--- src/fpc_pkg.sv ---
// Package of constants and types for the front panel control block
package fpc_pkg;
	localparam int          CLK_PERIOD_NS   = 8;      // System clock period
	localparam int          LOAD_HOLD_NS    = 200;    // Examine hold-off after address load
	localparam int          LOAD_HOLD_CYC   = (LOAD_HOLD_NS + CLK_PERIOD_NS - 1) / CLK_PERIOD_NS;
	localparam int          ADDR_W          = 14;     // Panel address width
	localparam int          DATA_W          = 8;      // Processor data width
	localparam logic [7:0]  JUMP_OPCODE_DEF = 8'h44;  // Default jump pattern, overridable
	localparam logic [7:0]  HALT_OPCODE_DEF = 8'hff;  // Default halt pattern, overridable
	localparam logic [1:0]  SEL_JUMP        = 2'h1;   // Select counter: jump opcode byte
	localparam logic [1:0]  SEL_LOW         = 2'h2;   // Select counter: low address byte
	localparam logic [1:0]  SEL_HIGH        = 2'h3;   // Select counter: high address byte
	localparam logic [1:0]  SEL_HALT        = 2'h0;   // Select counter: halt opcode
	localparam logic [1:0]  TS_FIRST        = 2'h1;   // Decoded time state codes
	localparam logic [1:0]  TS_SECOND       = 2'h2;
	localparam logic [1:0]  TS_THIRD        = 2'h3;

	// Examine sequencer states
	typedef enum logic [4:0] {
		EX_IDLE  = 5'b00001,
		EX_HOLD  = 5'b00010,
		EX_READ  = 5'b00100,
		EX_PH1   = 5'b01000,
		EX_PH2   = 5'b10000
	} fpc_ex_state_t;

	// Address load sequencer states
	typedef enum logic [2:0] {
		LD_IDLE = 3'b001,
		LD_LOW  = 3'b010,
		LD_HIGH = 3'b100
	} fpc_ld_state_t;
endpackage : fpc_pkg

--- src/fpc_load_if.sv ---
// Interface carrying address-load requests and strobes between panel modules
`timescale 1ns/1ps
`default_nettype none
interface fpc_load_if;
	logic       start;     // One-cycle request to run an address load
	logic       busy;      // Load sequence in progress
	logic       done;      // One-cycle pulse when load ends
	logic       low_strb;  // Low byte strobe towards processor
	logic       high_strb; // High byte strobe towards processor
	logic       sel_high;  // Output bus carries the high address byte

	modport seq (input start, output busy, done, low_strb, high_strb, sel_high);
	modport ctl (output start, input busy, done, low_strb, high_strb, sel_high);
endinterface : fpc_load_if
`default_nettype wire

--- src/fpc_load_seq.sv ---
// Address load sequencer: low strobe, high strobe, then a hold-off
`timescale 1ns/1ps
`default_nettype none
module fpc_load_seq
	import fpc_pkg::*;
#(
	parameter int HOLD_CYC = LOAD_HOLD_CYC
) (
	input  wire logic  clk,
	input  wire logic  rst,
	fpc_load_if.seq    ld
);
	fpc_ld_state_t state_reg;  // Current phase
	fpc_ld_state_t state_next; // Next phase
	logic [7:0]    hold_reg;   // Hold-off countdown after the high strobe
	logic [7:0]    hold_next;
	logic          done_reg;   // End-of-sequence pulse

	// Next-state decode: two strobes one cycle each, then the hold-off
	always_comb begin
		state_next = state_reg;
		hold_next  = (hold_reg != 8'h00) ? hold_reg - 8'h01 : 8'h00;
		unique case (state_reg)
			LD_IDLE: begin
				if (ld.start) begin
					state_next = LD_LOW;
				end
			end
			LD_LOW: begin
				state_next = LD_HIGH;
			end
			LD_HIGH: begin
				state_next = LD_IDLE;
				hold_next  = 8'(HOLD_CYC);
			end
		endcase
	end

	// State registers
	always_ff @(posedge clk or posedge rst) begin
		if (rst) begin
			state_reg <= LD_IDLE;
			hold_reg  <= 8'h00;
			done_reg  <= 1'b0;
		end else begin
			state_reg <= state_next;
			hold_reg  <= hold_next;
			done_reg  <= (hold_reg == 8'h01);
		end
	end

	// Bus holds busy through the hold-off so the read waits for the new address
	assign ld.busy      = (state_reg != LD_IDLE) || (hold_reg != 8'h00);
	assign ld.done      = done_reg;
	assign ld.low_strb  = (state_reg == LD_LOW);
	assign ld.high_strb = (state_reg == LD_HIGH);
	assign ld.sel_high  = (state_reg == LD_HIGH);
endmodule : fpc_load_seq
`default_nettype wire

--- src/fpc_run_ctl.sv ---
// Start and halt jamming control: select counter and opcode multiplexer
`timescale 1ns/1ps
`default_nettype none
module fpc_run_ctl
	import fpc_pkg::*;
#(
	parameter logic [7:0] JUMP_OPCODE = JUMP_OPCODE_DEF,
	parameter logic [7:0] HALT_OPCODE = HALT_OPCODE_DEF
) (
	input  wire logic             clk,
	input  wire logic             rst,
	input  wire logic             start_press,  // Start button pulse
	input  wire logic             stop_level,   // Stop switch position
	input  wire logic             ack_flag,     // Interrupt acknowledge third state
	input  wire logic             third_pulse,  // Third time state entry pulse
	input  wire logic             halt_exec,    // Halt opcode fetched and executed
	input  wire logic [ADDR_W-1:0] addr,        // Switch register address
	output logic                  start_ff,
	output logic                  halt_ff,
	output logic                  inject,
	output logic [DATA_W-1:0]     inject_byte,
	output logic                  mem_block
);
	logic [1:0] sel_reg;    // Two-bit multiplexer select counter
	logic       inject_reg; // Jam enable
	logic       block_reg;  // Memory disable during jump jamming
	logic       stop_d_reg; // Previous stop level for the actuation edge
	// A held stop switch must not interrupt again once the halt has cleared the flop
	wire        stop_rise = stop_level && !stop_d_reg;

	// Opcode multiplexer selected by the counter
	assign inject_byte = (sel_reg == SEL_JUMP) ? JUMP_OPCODE :
	                     (sel_reg == SEL_LOW)  ? addr[7:0] :
	                     (sel_reg == SEL_HIGH) ? {2'b11, addr[13:8]} : HALT_OPCODE;
	assign inject    = inject_reg;
	assign mem_block = block_reg;

	// Start and halt sequencing, counter steps on each third state of a jump jam
	always_ff @(posedge clk or posedge rst) begin
		if (rst) begin
			start_ff   <= 1'b0;
			halt_ff    <= 1'b0;
			sel_reg    <= SEL_HALT;
			inject_reg <= 1'b0;
			block_reg  <= 1'b0;
			stop_d_reg <= 1'b0;
		end else if (halt_exec) begin
			start_ff   <= 1'b0;
			halt_ff    <= stop_rise;
			stop_d_reg <= stop_level;
			sel_reg    <= SEL_HALT;
			inject_reg <= 1'b0;
			block_reg  <= 1'b0;
		end else begin
			if (start_press && !stop_level && !halt_ff) begin
				start_ff <= 1'b1;
			end
			stop_d_reg <= stop_level;
			if (stop_rise) begin
				halt_ff <= 1'b1;
			end
			if (ack_flag && halt_ff) begin
				sel_reg    <= SEL_HALT;
				inject_reg <= 1'b1;
			end else if (ack_flag && start_ff) begin
				sel_reg    <= SEL_JUMP;
				inject_reg <= 1'b1;
				block_reg  <= 1'b1;
			end else if (third_pulse && inject_reg && !halt_ff) begin
				if (sel_reg == SEL_HIGH) begin
					// Jump fully fetched: release memories and leave the jam
					sel_reg    <= SEL_HALT;
					inject_reg <= 1'b0;
					block_reg  <= 1'b0;
					start_ff   <= 1'b0;
				end else begin
					sel_reg <= sel_reg + 2'h1;
				end
			end
		end
	end
endmodule : fpc_run_ctl
`default_nettype wire

--- src/fpc_front_panel.sv ---
// Front panel control top: examine, stepping, start and halt towards the processor
`timescale 1ns/1ps
`default_nettype none
module fpc_front_panel
	import fpc_pkg::*;
#(
	parameter logic [7:0] JUMP_OPCODE = JUMP_OPCODE_DEF,
	parameter logic [7:0] HALT_OPCODE = HALT_OPCODE_DEF,
	parameter int         HOLD_CYC    = LOAD_HOLD_CYC
) (
	input  wire logic                      SYS_CLK,
	input  wire logic                      SYS_RST,
	input  wire logic                      EXAMINE_SWITCH,
	input  wire logic                      LOAD_SWITCH,
	input  wire logic                      SHOW_ADDRESS_BUTTON,
	input  wire logic                      SHOW_DATA_BUTTON,
	input  wire logic                      STEP_MODE_SWITCH,
	input  wire logic                      RESUME_SWITCH,
	input  wire logic                      RUN_FROM_ADDRESS_SWITCH,
	input  wire logic                      STOP_SWITCH,
	input  wire logic [fpc_pkg::ADDR_W-1:0] SWITCH_REG,
	input  wire logic [1:0]                TIME_STATE,
	input  wire logic                      INTERRUPT_ACK_STATE_FLAG,
	input  wire logic                      HALT_EXECUTED,
	input  wire logic                      COMMAND_CYCLE_TYPE,
	input  wire logic                      READ_CYCLE_TYPE,
	input  wire logic                      WRITE_CYCLE_TYPE,
	input  wire logic                      FETCH_CYCLE_TYPE,
	input  wire logic                      WAITING,
	input  wire logic [fpc_pkg::ADDR_W-1:0] PROC_ADDR,
	input  wire logic [fpc_pkg::DATA_W-1:0] DATA_IN,
	output logic      [fpc_pkg::DATA_W-1:0] DATA_OUT,
	output logic                           DATA_OE,
	output logic                           FORCED_MEMORY_READ,
	output logic                           FORCED_INPUT_GATE,
	output logic                           FORCED_INTERRUPT,
	output logic                           OPCODE_INJECT_ENABLE,
	output logic                           LOW_BYTE_STROBE,
	output logic                           HIGH_BYTE_STROBE,
	output logic                           MEMORY_DISABLE,
	output logic                           READY,
	output logic      [fpc_pkg::ADDR_W-1:0] DISPLAY,
	output logic                           WAIT_LAMP,
	output logic                           RUN_LAMP,
	output logic                           HALT_LAMP,
	output logic                           INTERRUPT_LAMP,
	output logic      [3:0]                CYCLE_LAMPS
);
	import fpc_pkg::*;

	fpc_load_if    ld ();          // Link to the address load sequencer
	fpc_ex_state_t ex_reg;         // Examine sequencer state
	fpc_ex_state_t ex_next;
	logic          ex_phase2_reg;  // Second phase of the two-phase selector
	logic          ex_phase2_next;
	logic [ADDR_W-1:0] count_reg;  // Panel address counter
	logic [ADDR_W-1:0] count_next;
	logic [ADDR_W-1:0] disp_reg;   // Display latch
	logic [ADDR_W-1:0] disp_next;
	logic [DATA_W-1:0] data_reg;   // Last byte read back
	logic          exam_d_reg;     // Previous examine level for edge detection
	logic          load_d_reg;     // Previous load level
	logic          start_d_reg;    // Previous start level
	logic          resume_d_reg;   // Previous resume level
	logic [1:0]    ts_d_reg;       // Previous decoded time state
	logic          resume_ff_reg;  // Continue flip-flop
	logic          read_reg;       // Forced read and gate drive
	logic          ld_start_reg;   // Load request to sequencer
	logic          ld_start_next;
	logic [DATA_W-1:0] out_reg;    // Output data bus register
	logic          oe_reg;
	logic          strb_lo_reg;
	logic          strb_hi_reg;
	logic          start_ff;       // From run control
	logic          halt_ff;
	logic          inject;
	logic [DATA_W-1:0] inject_byte;
	logic          mem_block;
	logic          inject_reg;
	logic          block_reg;
	logic          run_lamp_reg;
	logic          halt_lamp_reg;
	logic          int_lamp_reg;
	logic          force_int_reg;  // Interrupt request line to the processor
	logic          wait_lamp_reg;
	logic [3:0]    cycle_reg;

	// Edge detectors on operator switches; inputs are clean, synchronous levels
	wire exam_press   = EXAMINE_SWITCH && !exam_d_reg;
	wire load_press   = LOAD_SWITCH && !load_d_reg;
	wire start_press  = RUN_FROM_ADDRESS_SWITCH && !start_d_reg;
	wire resume_press = RESUME_SWITCH && !resume_d_reg;
	// Third time state entry, the internal pulse that ends a step
	wire third_state_pulse = (TIME_STATE == TS_THIRD) && (ts_d_reg != TS_THIRD);
	// Panel address functions are honoured only while the stop switch is set
	wire halted_ok = STOP_SWITCH;

	// Address load sequencer
	fpc_load_seq #(
		.HOLD_CYC (HOLD_CYC)
	) u_load (
		.clk (SYS_CLK),
		.rst (SYS_RST),
		.ld  (ld.seq)
	);

	// Start and halt jamming control
	fpc_run_ctl #(
		.JUMP_OPCODE (JUMP_OPCODE),
		.HALT_OPCODE (HALT_OPCODE)
	) u_run (
		.clk         (SYS_CLK),
		.rst         (SYS_RST),
		.start_press (start_press),
		.stop_level  (STOP_SWITCH),
		.ack_flag    (INTERRUPT_ACK_STATE_FLAG),
		.third_pulse (third_state_pulse),
		.halt_exec   (HALT_EXECUTED),
		.addr        (SWITCH_REG),
		.start_ff    (start_ff),
		.halt_ff     (halt_ff),
		.inject      (inject),
		.inject_byte (inject_byte),
		.mem_block   (mem_block)
	);
	assign ld.start = ld_start_reg;

	// Examine sequencer and address counter next values
	always_comb begin
		ex_next        = ex_reg;
		ex_phase2_next = ex_phase2_reg;
		count_next     = count_reg;
		ld_start_next  = 1'b0;
		unique case (ex_reg)
			EX_IDLE: begin
				if (load_press && halted_ok && !ld.busy) begin
					count_next     = SWITCH_REG;
					ld_start_next  = 1'b1;
					ex_phase2_next = 1'b0;
					ex_next        = EX_HOLD;
				end else if (exam_press && halted_ok && !ld.busy) begin
					if (ex_phase2_reg) begin
						count_next    = count_reg + 14'h0001;
						ld_start_next = 1'b1;
						ex_next       = EX_HOLD;
					end else begin
						ex_next = EX_READ;
					end
					ex_phase2_next = 1'b1;
				end
			end
			EX_HOLD: begin
				// Wait out the load and its hold-off; a plain load reads nothing
				if (ld.done) begin
					ex_next = ex_phase2_reg ? EX_READ : EX_IDLE;
				end
			end
			EX_READ: begin
				ex_next = EX_PH1;
			end
			EX_PH1: begin
				ex_next = EX_PH2;
			end
			EX_PH2: begin
				ex_next = EX_IDLE;
			end
			default: begin
				ex_next = EX_IDLE;
			end
		endcase
	end

	// Display source: address, captured data, or the waiting cycle's address while stepping
	always_comb begin
		disp_next = disp_reg;
		if (SHOW_ADDRESS_BUTTON) begin
			disp_next = PROC_ADDR;
		end else if (SHOW_DATA_BUTTON) begin
			disp_next = {6'h00, data_reg};
		end else if (ex_reg == EX_PH2) begin
			disp_next = {6'h00, DATA_IN};
		end else if (WAITING && !halted_ok) begin
			disp_next = PROC_ADDR;
		end
	end

	// Examine state, counter and edge history
	always_ff @(posedge SYS_CLK or posedge SYS_RST) begin
		if (SYS_RST) begin
			ex_reg        <= EX_IDLE;
			ex_phase2_reg <= 1'b0;
			count_reg     <= 14'h0000;
			ld_start_reg  <= 1'b0;
			exam_d_reg    <= 1'b0;
			load_d_reg    <= 1'b0;
			start_d_reg   <= 1'b0;
			resume_d_reg  <= 1'b0;
			ts_d_reg      <= 2'h0;
		end else begin
			ex_reg        <= ex_next;
			ex_phase2_reg <= ex_phase2_next;
			count_reg     <= count_next;
			ld_start_reg  <= ld_start_next;
			exam_d_reg    <= EXAMINE_SWITCH;
			load_d_reg    <= LOAD_SWITCH;
			start_d_reg   <= RUN_FROM_ADDRESS_SWITCH;
			resume_d_reg  <= RESUME_SWITCH;
			ts_d_reg      <= TIME_STATE;
		end
	end

	// Forced read and gate are one level so they always rise together
	always_ff @(posedge SYS_CLK or posedge SYS_RST) begin
		if (SYS_RST) begin
			read_reg <= 1'b0;
			data_reg <= 8'h00;
			disp_reg <= 14'h0000;
		end else begin
			read_reg <= (ex_next == EX_READ) || (ex_next == EX_PH1) || (ex_next == EX_PH2);
			if (ex_reg == EX_PH2) begin
				data_reg <= DATA_IN;
			end
			disp_reg <= disp_next;
		end
	end

	// Continue flip-flop: a resume press in step mode sets it, third state entry clears it
	// Set wins so a press landing on the third state is not lost
	always_ff @(posedge SYS_CLK or posedge SYS_RST) begin
		if (SYS_RST) begin
			resume_ff_reg <= 1'b0;
		end else if (resume_press && STEP_MODE_SWITCH) begin
			resume_ff_reg <= 1'b1;
		end else if (third_state_pulse) begin
			resume_ff_reg <= 1'b0;
		end
	end

	// Output data bus: jam bytes take priority over address load bytes
	always_ff @(posedge SYS_CLK or posedge SYS_RST) begin
		if (SYS_RST) begin
			out_reg     <= 8'h00;
			oe_reg      <= 1'b0;
			strb_lo_reg <= 1'b0;
			strb_hi_reg <= 1'b0;
			inject_reg  <= 1'b0;
			block_reg   <= 1'b0;
		end else begin
			if (inject) begin
				out_reg <= inject_byte;
			end else if (ld.sel_high) begin
				out_reg <= {2'b11, count_reg[13:8]};
			end else begin
				out_reg <= count_reg[7:0];
			end
			oe_reg      <= inject || ld.busy;
			strb_lo_reg <= ld.low_strb;
			strb_hi_reg <= ld.high_strb;
			inject_reg  <= inject;
			block_reg   <= mem_block;
		end
	end

	// Indicator lamps
	always_ff @(posedge SYS_CLK or posedge SYS_RST) begin
		if (SYS_RST) begin
			run_lamp_reg  <= 1'b0;
			halt_lamp_reg <= 1'b0;
			int_lamp_reg  <= 1'b0;
			wait_lamp_reg <= 1'b0;
			cycle_reg     <= 4'h0;
		end else begin
			if (HALT_EXECUTED) begin
				run_lamp_reg  <= 1'b0;
				halt_lamp_reg <= 1'b1;
			end else if (start_press && !STOP_SWITCH) begin
				run_lamp_reg  <= 1'b1;
				halt_lamp_reg <= 1'b0;
			end
			int_lamp_reg  <= halt_ff;
			wait_lamp_reg <= WAITING && STEP_MODE_SWITCH;
			if (WAITING) begin
				cycle_reg <= {FETCH_CYCLE_TYPE, COMMAND_CYCLE_TYPE,
				              READ_CYCLE_TYPE, WRITE_CYCLE_TYPE};
			end
		end
	end

	// Ready is low in step mode unless the continue flip-flop is set
	always_ff @(posedge SYS_CLK or posedge SYS_RST) begin
		if (SYS_RST) begin
			READY <= 1'b1;
		end else begin
			READY <= !STEP_MODE_SWITCH || resume_ff_reg;
		end
	end

	assign DATA_OUT             = out_reg;
	assign DATA_OE              = oe_reg;
	assign FORCED_MEMORY_READ   = read_reg;
	assign FORCED_INPUT_GATE    = read_reg;
	assign FORCED_INTERRUPT     = force_int_reg;
	assign OPCODE_INJECT_ENABLE = inject_reg;
	assign LOW_BYTE_STROBE      = strb_lo_reg;
	assign HIGH_BYTE_STROBE     = strb_hi_reg;
	assign MEMORY_DISABLE       = block_reg;
	assign DISPLAY              = disp_reg;
	assign WAIT_LAMP            = wait_lamp_reg;
	assign RUN_LAMP             = run_lamp_reg;
	assign HALT_LAMP            = halt_lamp_reg;
	assign INTERRUPT_LAMP       = int_lamp_reg;
	assign CYCLE_LAMPS          = cycle_reg;

	// Interrupt line from a flop: a halt request, or a start until jamming begins
	always_ff @(posedge SYS_CLK or posedge SYS_RST) begin
		if (SYS_RST) begin
			force_int_reg <= 1'b0;
		end else begin
			force_int_reg <= halt_ff || (start_ff && !inject);
		end
	end
endmodule : fpc_front_panel
`default_nettype wire

--- config.mk ---
export PLATFORM = sky130hd
export DESIGN_NAME = fpc_front_panel
export DESIGN_NICKNAME = d
export VERILOG_FILES = /design/src/fpc_pkg.sv /design/src/fpc_load_if.sv /design/src/fpc_load_seq.sv /design/src/fpc_run_ctl.sv /design/src/fpc_front_panel.sv
export SDC_FILE = /design/constraint.sdc
export NUM_CORES = 1
export LEC_CHECK = 0
export ABC_AREA = 0
export BUFFER_PORTS_ARGS = -buffer_cell sky130_fd_sc_hd__buf_2
export CAP_MARGIN = 20
export CORE_MARGIN = 2
export CORE_UTILIZATION = 49
export CTS_CLUSTER_DIAMETER = 60
export DETAILED_ROUTE_END_ITERATION = 12
export PLACE_DENSITY_LB_ADDON = 0.2
export SYNTH_ARGS = -nofsm -noshare
export SYNTH_HDL_FRONTEND = slang
export SYNTH_SLANG_ARGS = --single-unit
--- constraint.sdc ---
create_clock -name SYS_CLK -period 2.55 [get_ports SYS_CLK]
set_clock_uncertainty 0.2 [all_clocks]
set_input_delay 0 -clock SYS_CLK [delete_from_list [all_inputs] [get_ports SYS_CLK]]
set_output_delay 0 -clock SYS_CLK [all_outputs]
set_load 0.01 [all_outputs]
# Word-level counts from Yosys, hierarchy flattened
# Index checks and enable logic that the tools add are counted.
word_totals:
  reg_bits: 93
  input_bits: 55
  output_inout_bits: 39
  elab_cells: 163
classes:
  addsub: 3
  eq_ne: 20
  mux: 54
  n_reduce_logical: 51
ops:
  columns: ["cell", "count"]
  rows:
  - ["14-bit 2-to-1 mux", 7]
  - ["8-bit 2-to-1 mux", 6]
  - ["1-bit 2-to-1 mux", 27]
  - ["1-bit logical AND", 20]
  - ["5-bit one-hot mux with 4 select lines", 1]
  - ["5-bit 2-to-1 mux", 3]
  - ["14-bit by 1-bit adder with 14-bit output, second input constant", 1]
  - ["4-bit nonzero test", 3]
  - ["5-bit by 3-bit == test with 1-bit output, second input constant", 2]
  - ["5-bit by 4-bit == test with 1-bit output, second input constant", 2]
  - ["5-bit == test, second input constant", 2]
  - ["1-bit logical NOT", 10]
  - ["2-bit 2-to-1 mux", 5]
  - ["2-bit nonzero test", 5]
  - ["3-bit 2-to-1 mux", 3]
  - ["3-bit one-hot mux with 3 select lines", 1]
  - ["8-bit by 1-bit == test with 1-bit output, second input constant", 1]
  - ["8-bit nonzero test", 1]
  - ["8-bit by 1-bit subtractor with 8-bit output, second input constant", 1]
  - ["2-bit == test, second input constant", 3]
  - ["1-bit logical OR", 6]
  - ["6-bit 2-to-1 mux", 1]
  - ["2-bit != test, second input constant", 3]
  - ["3-bit AND reduction", 2]
  - ["other kinds (10)", 12]

# Depth between registers and ports, before layout
logic_depth:
  word_depth: 10
  mapped_depth: 8
  ltp_nobuf: 7

# Cells and area by module
# Synthesis repeated with hierarchy kept, for this count alone.
hier_totals:
  cells_unflattened: 423
  hier_area_um2: 4425.5
modules_own_cells:
  columns: ["mod", "n_inst", "cells_each", "area_each_um2", "seq_area_each_um2"]
  rows:
  - ["fpc_front_panel", 1, 315, 3397.0, 1854.3]
  - ["fpc_load_seq", 1, 56, 581.8, 301.5]
  - ["fpc_run_ctl", 1, 52, 446.7, 175.2]

# Least setup slack after synthesis
# No wires, ideal clock.
synth_path:
  kind: "reg-to-reg"
  start: "reg u_load.state_reg[0]"
  end: "reg count_reg[13]"
  setup_time_ns: 0.087
  arrival_ns: 2.001
  required_ns: 2.263
  setup_slack_ns: 0.262
  path_stages_with_launch: 6
  n_path_buf: 0
  period_less_slack_ns: 2.288
  path_cell_list: "dfstp_2 > nor3b_2 > nand4_2 > or4_4 > or4_1 > o211ai_1"
synth_via:
  elab_chain_cells: 6
  elab_cells_between_ends: 9
  classes_between: "eq/ne: 1; mux: 1; reduce/logical: 7"
synth_rtl:
  columns: ["element", "line_no", "rtl"]
  rows:
  - ["start, declared", "fpc_load_seq.sv:13", "fpc_ld_state_t state_reg;"]
  - ["start signal, assigned", "fpc_load_seq.sv:46", "state_reg <= state_next;"]
  - ["3-bit by 1-bit != test with 1-bit output *", "fpc_load_seq.sv:53", "assign ld.busy = (state_reg != LD_IDLE) || (hold_reg != 8'h00);"]
  - ["1-bit logical OR *", "fpc_load_seq.sv:53", null]
  - ["1-bit logical NOT *", "fpc_front_panel.sv:136, fpc_front_panel.sv:141", null]
  - ["1-bit logical AND, on equally long branches", "fpc_front_panel.sv:136, fpc_front_panel.sv:141", null]
  - ["2-bit nonzero test (no source line)", null, null]
  - ["3-bit AND reduction (no source line)", null, null]
  - ["end signal, assigned", "fpc_front_panel.sv:202", "count_reg <= count_next;"]
  - ["end, declared", "fpc_front_panel.sv:56", "logic [ADDR_W-1:0] count_reg;"]
# Every way passes the cells marked *; elsewhere a longest branch is shown, timed or not.
# A chain may end at the register's enable or synchronous reset.

# Final worst setup path
layout_path:
  start: "reg u_load.hold_reg[3]"
  end: "reg count_reg[13]"
layout_via:
  elab_chain_cells: 6
  elab_cells_between_ends: 9
  classes_between: "mux: 1; reduce/logical: 8"
layout_rtl:
  columns: ["element", "line_no", "rtl"]
  rows:
  - ["start, declared", "fpc_load_seq.sv:15", "logic [7:0] hold_reg;"]
  - ["start signal, assigned", "fpc_load_seq.sv:47", "hold_reg <= hold_next;"]
  - ["8-bit nonzero test *", "fpc_load_seq.sv:53", null]
  - ["1-bit logical OR *", "fpc_load_seq.sv:53", null]
  - ["1-bit logical NOT *", "fpc_front_panel.sv:136, fpc_front_panel.sv:141", null]
  - ["1-bit logical AND, on equally long branches", "fpc_front_panel.sv:136, fpc_front_panel.sv:141", null]
  - ["2-bit nonzero test (no source line)", null, null]
  - ["3-bit AND reduction (no source line)", null, null]
# Marked as above.

==> impl_metrics.yaml <==
floorplan:
  die_h_um: 99.1
  die_w_um: 99.1
  fp.coreArea_sq_mm: 0.00876
  die-area_sq_mm: 0.00983
  ios: 94
  start_util: 0.506
  rows: 34
worst_setup_path:
  worst-path-stages: 5
  required_ns: 2.63
  cpLargestDelayFamily: "simple AND/OR/NAND/NOR gates"
  end_kind: "register"
  startpoint_type: "register"
  r2r_end: "count_reg[13]$_DFFE_PP0P_"
  crit_fanout: 4
  rr_startpoint: "u_load.hold_reg[3]$_DFF_PP0_"
  arrival_ns: 2.50
  path_buf_inv: 0
  r2r.worst_path.cells: 5
  slowest_delay_ns: 0.53
  path_cells: "nor4_4, nand4_2, or4_4, or4_1, o211ai_1"
  slowest_stage: "or4_4"
  r2r_slack_ns: 0.13
  critPathKind: "reg -> reg"
final_layout:
  design_area_sq_mm: 0.00592
  stdcell_count: 702
  syn_to_final_growth_pct: 33.4
  num_antenna_cells: 0
  layout-drive-gt1-share: 0.258
  nNetsFinal: 651
  fillers: 642
drt:
  drtPass1Iterations: 5
  drt_iter0_drc: 219
  route.detailed.drc: 0
  vias: 3922
  ant_nets: 0
  vias_per_cell: 5.59
  wl_mm: 11.9
  routedWlPerCell_um: 16.9
timing:
  fin_setup_tns_ns: 0
  slew_headroom: 0.639
  fmax_ghz: 0.412
  holdWs_ns: 0.0342
  tightest_slew_ns: 0.539
  period_needed_ns: 2.42
  final-hold-violation-count: 0
  setup-violations-final: 0
  finalMaxSlewViolations: 0
  period_share: 0.951
power:
  total_power_mw: 3.80
  peakVddDrop_mv: 0.291
  power_density_mw_per_mm2: 642
  power.leakage_nw: 2.73
  p_sw_mw: 1.27
  p_sw_frac: 0.334
  p_clk_frac: 0.252
  p_comb_frac: 0.247
  pwr-share-seq: 0.502
  internal-power_mw: 2.53
synth:
  synth_cell_types: 61
  netlist_instances: 426
  synth_area_sq_mm: 0.00444
  synth-edff-count: 0
  synth-seq-cells: 93
  yosysWarningCount: 0
  syn_nets: 488
  ys_seq_area_frac: 0.526
  ys_async_sr_fraction: 1.00
  avgSynthCellArea_sq_um: 10.4
  ys.flop_type: "dfrtp_1"
clock_network:
  cts.path.max_buffers: 2
  cts_made_buffers: 9
  cts_tree: "yes"
  cts_root_buf: "clkbuf_8"
  htree_levels: 3
  clock-sinks: 93
  clkTransAtPathRegs_ns: 0.10
  clk_latency_ns: 0.37
hold_path:
  hp-class: "in -> reg"
  holdPathStages: 3
  min_to: "DISPLAY[8]$_DFFE_PP0P_"
  min_from: "SHOW_ADDRESS_BUTTON"
global_routing:
  grt_pass1_vias: 4134
  grt_remaining_overflow: 0
  grt_use_total: 0.250
  antenna_found_initial: 0
  grt_pass1_wl_mm: 19.7
  grt_max_degree: 85
job:
  maxCapViolCount: 0
place:
  place_congestion: 0.898
  dpl_cell_area_sq_mm: 0.00506
  dp.cells: 620
  hpwl_mm: 7.55
  port_buffers: 93
run_status:
  outcome: "complete, no violations"
[worst max path at each step]
stage,from,to
2_1_floorplan,u_load.state_reg[0]$_DFFE_PP1P_,count_reg[13]$_DFFE_PP0P_
3_3_place_gp,u_load.state_reg[0]$_DFFE_PP1P_,count_reg[13]$_DFFE_PP0P_
3_5_place_dp,u_load.state_reg[0]$_DFFE_PP1P_,count_reg[13]$_DFFE_PP0P_
4_1_cts,u_load.state_reg[0]$_DFFE_PP1P_,count_reg[13]$_DFFE_PP0P_
5_1_grt,u_load.hold_reg[3]$_DFF_PP0_,count_reg[13]$_DFFE_PP0P_
6_report,u_load.hold_reg[3]$_DFF_PP0_,count_reg[13]$_DFFE_PP0P_
[routing by layer]
metal	vias to the layer above	routed length (um)	track usage
met5	-	0	0
met4	0	213	0.103
met3	19	650	0.0408
met2	143	6330	0.445
met1	1908	4660	0.302
li1	1852	-	-
[repair_timing]
item                                   CTS  global route
hold buffers                            66             0
resized for setup                        0             2
setup buffers                            0             0
endpoints found under the hold margin  158             0
setup endpoints to repair                0             1
[power groups by stage]
stage / combinational (mW) / clock, mW / sequential, mW
after global placement: 0.807 / 0 / 1.91
after global routing: 1.04 / 1.04 / 1.94
after CTS: 0.918 / 0.973 / 1.89
after detailed placement: 0.833 / 0 / 1.92
final: 0.936 / 0.955 / 1.91
after floorplan: 0.514 / 0 / 1.93
[cells in the final DEF, fill, tap and decap left out, types with 8 or more instances in the layout]
| cell | n |
|---|---|
| buf_2 | 93 |
| dfrtp_1 | 90 |
| dlygate4sd3_1 | 66 |
| nand2_1 | 35 |
| nor2_1 | 34 |
| o21ai_0 | 27 |
| a21oi_1 | 26 |
| inv_1 | 17 |
| mux2i_1 | 17 |
| mux2_2 | 14 |
| nand3_1 | 13 |
| nand2b_1 | 12 |
| buf_4 | 10 |
| clkbuf_8 | 9 |
| nor3b_1 | 8 |
| o22a_1 | 8 |
| o221ai_1 | 8 |
[final cells by class]
class,count,area [sq um],share of cell area
Clock buffer,9,124,0.0209
Tap cell,108,135,0.0228
Timing Repair Buffer,170,1220,0.206
Clock inverter,7,63.8,0.0108
Inverter,19,75.1,0.0127
Multi-Input combinational cell,296,1970,0.332
Sequential cell,93,2330,0.394
[stage by stage]
stage          setup WS (ns)   util
6_report               0.125  0.675
5_1_grt             -0.00891  0.675
4_1_cts               0.0976  0.674
3_5_place_dp           0.124  0.577
3_3_place_gp           0.198  0.577
2_1_floorplan          0.262      -
[synth_stat cells, types with 5 or more instances]
cell type  number  area [sq um]
nand2_1        35           131
nor3b_1         8          60.1
nand3_1        13          65.1
ha_1            7          87.6
mux2_2         14           158
o221ai_1        8          70.1
nor2b_1         5          31.3
o22a_1          8          70.1
a21oi_1        26           130
mux2i_1        17           170
nor3_1          6          30.0
dfrtp_1        90          2250
o211ai_1        6          45.0
o22ai_1         7          43.8
nor2_1         34           128
o21ai_0        27           135
clkbuf_1       12          45.0
inv_1          18          67.6
nand2b_1       12          75.1
[worst register-to-register path: stages, from the launching register on]
cell	delay, ns
dfrtp_1	0.45
nor4_4	0.42
nand4_2	0.18
or4_4	0.53
or4_1	0.48
o211ai_1	0.09
[cell families (layout without fill, tap and decap cells)]
family,after synthesis,after routing,share of synthesized area
multiplexers,31,31,0.0739
flip-flops,93,93,0.526
AND/OR/NAND/NOR,148,148,0.181
adder cells (fa/ha/maj),7,7,0.0197
XOR/XNOR,6,6,0.0118
AO/OA/AOI/OAI,104,104,0.155
buffers and inverters,37,205,0.0333
(Power assumes the default switching activity.)
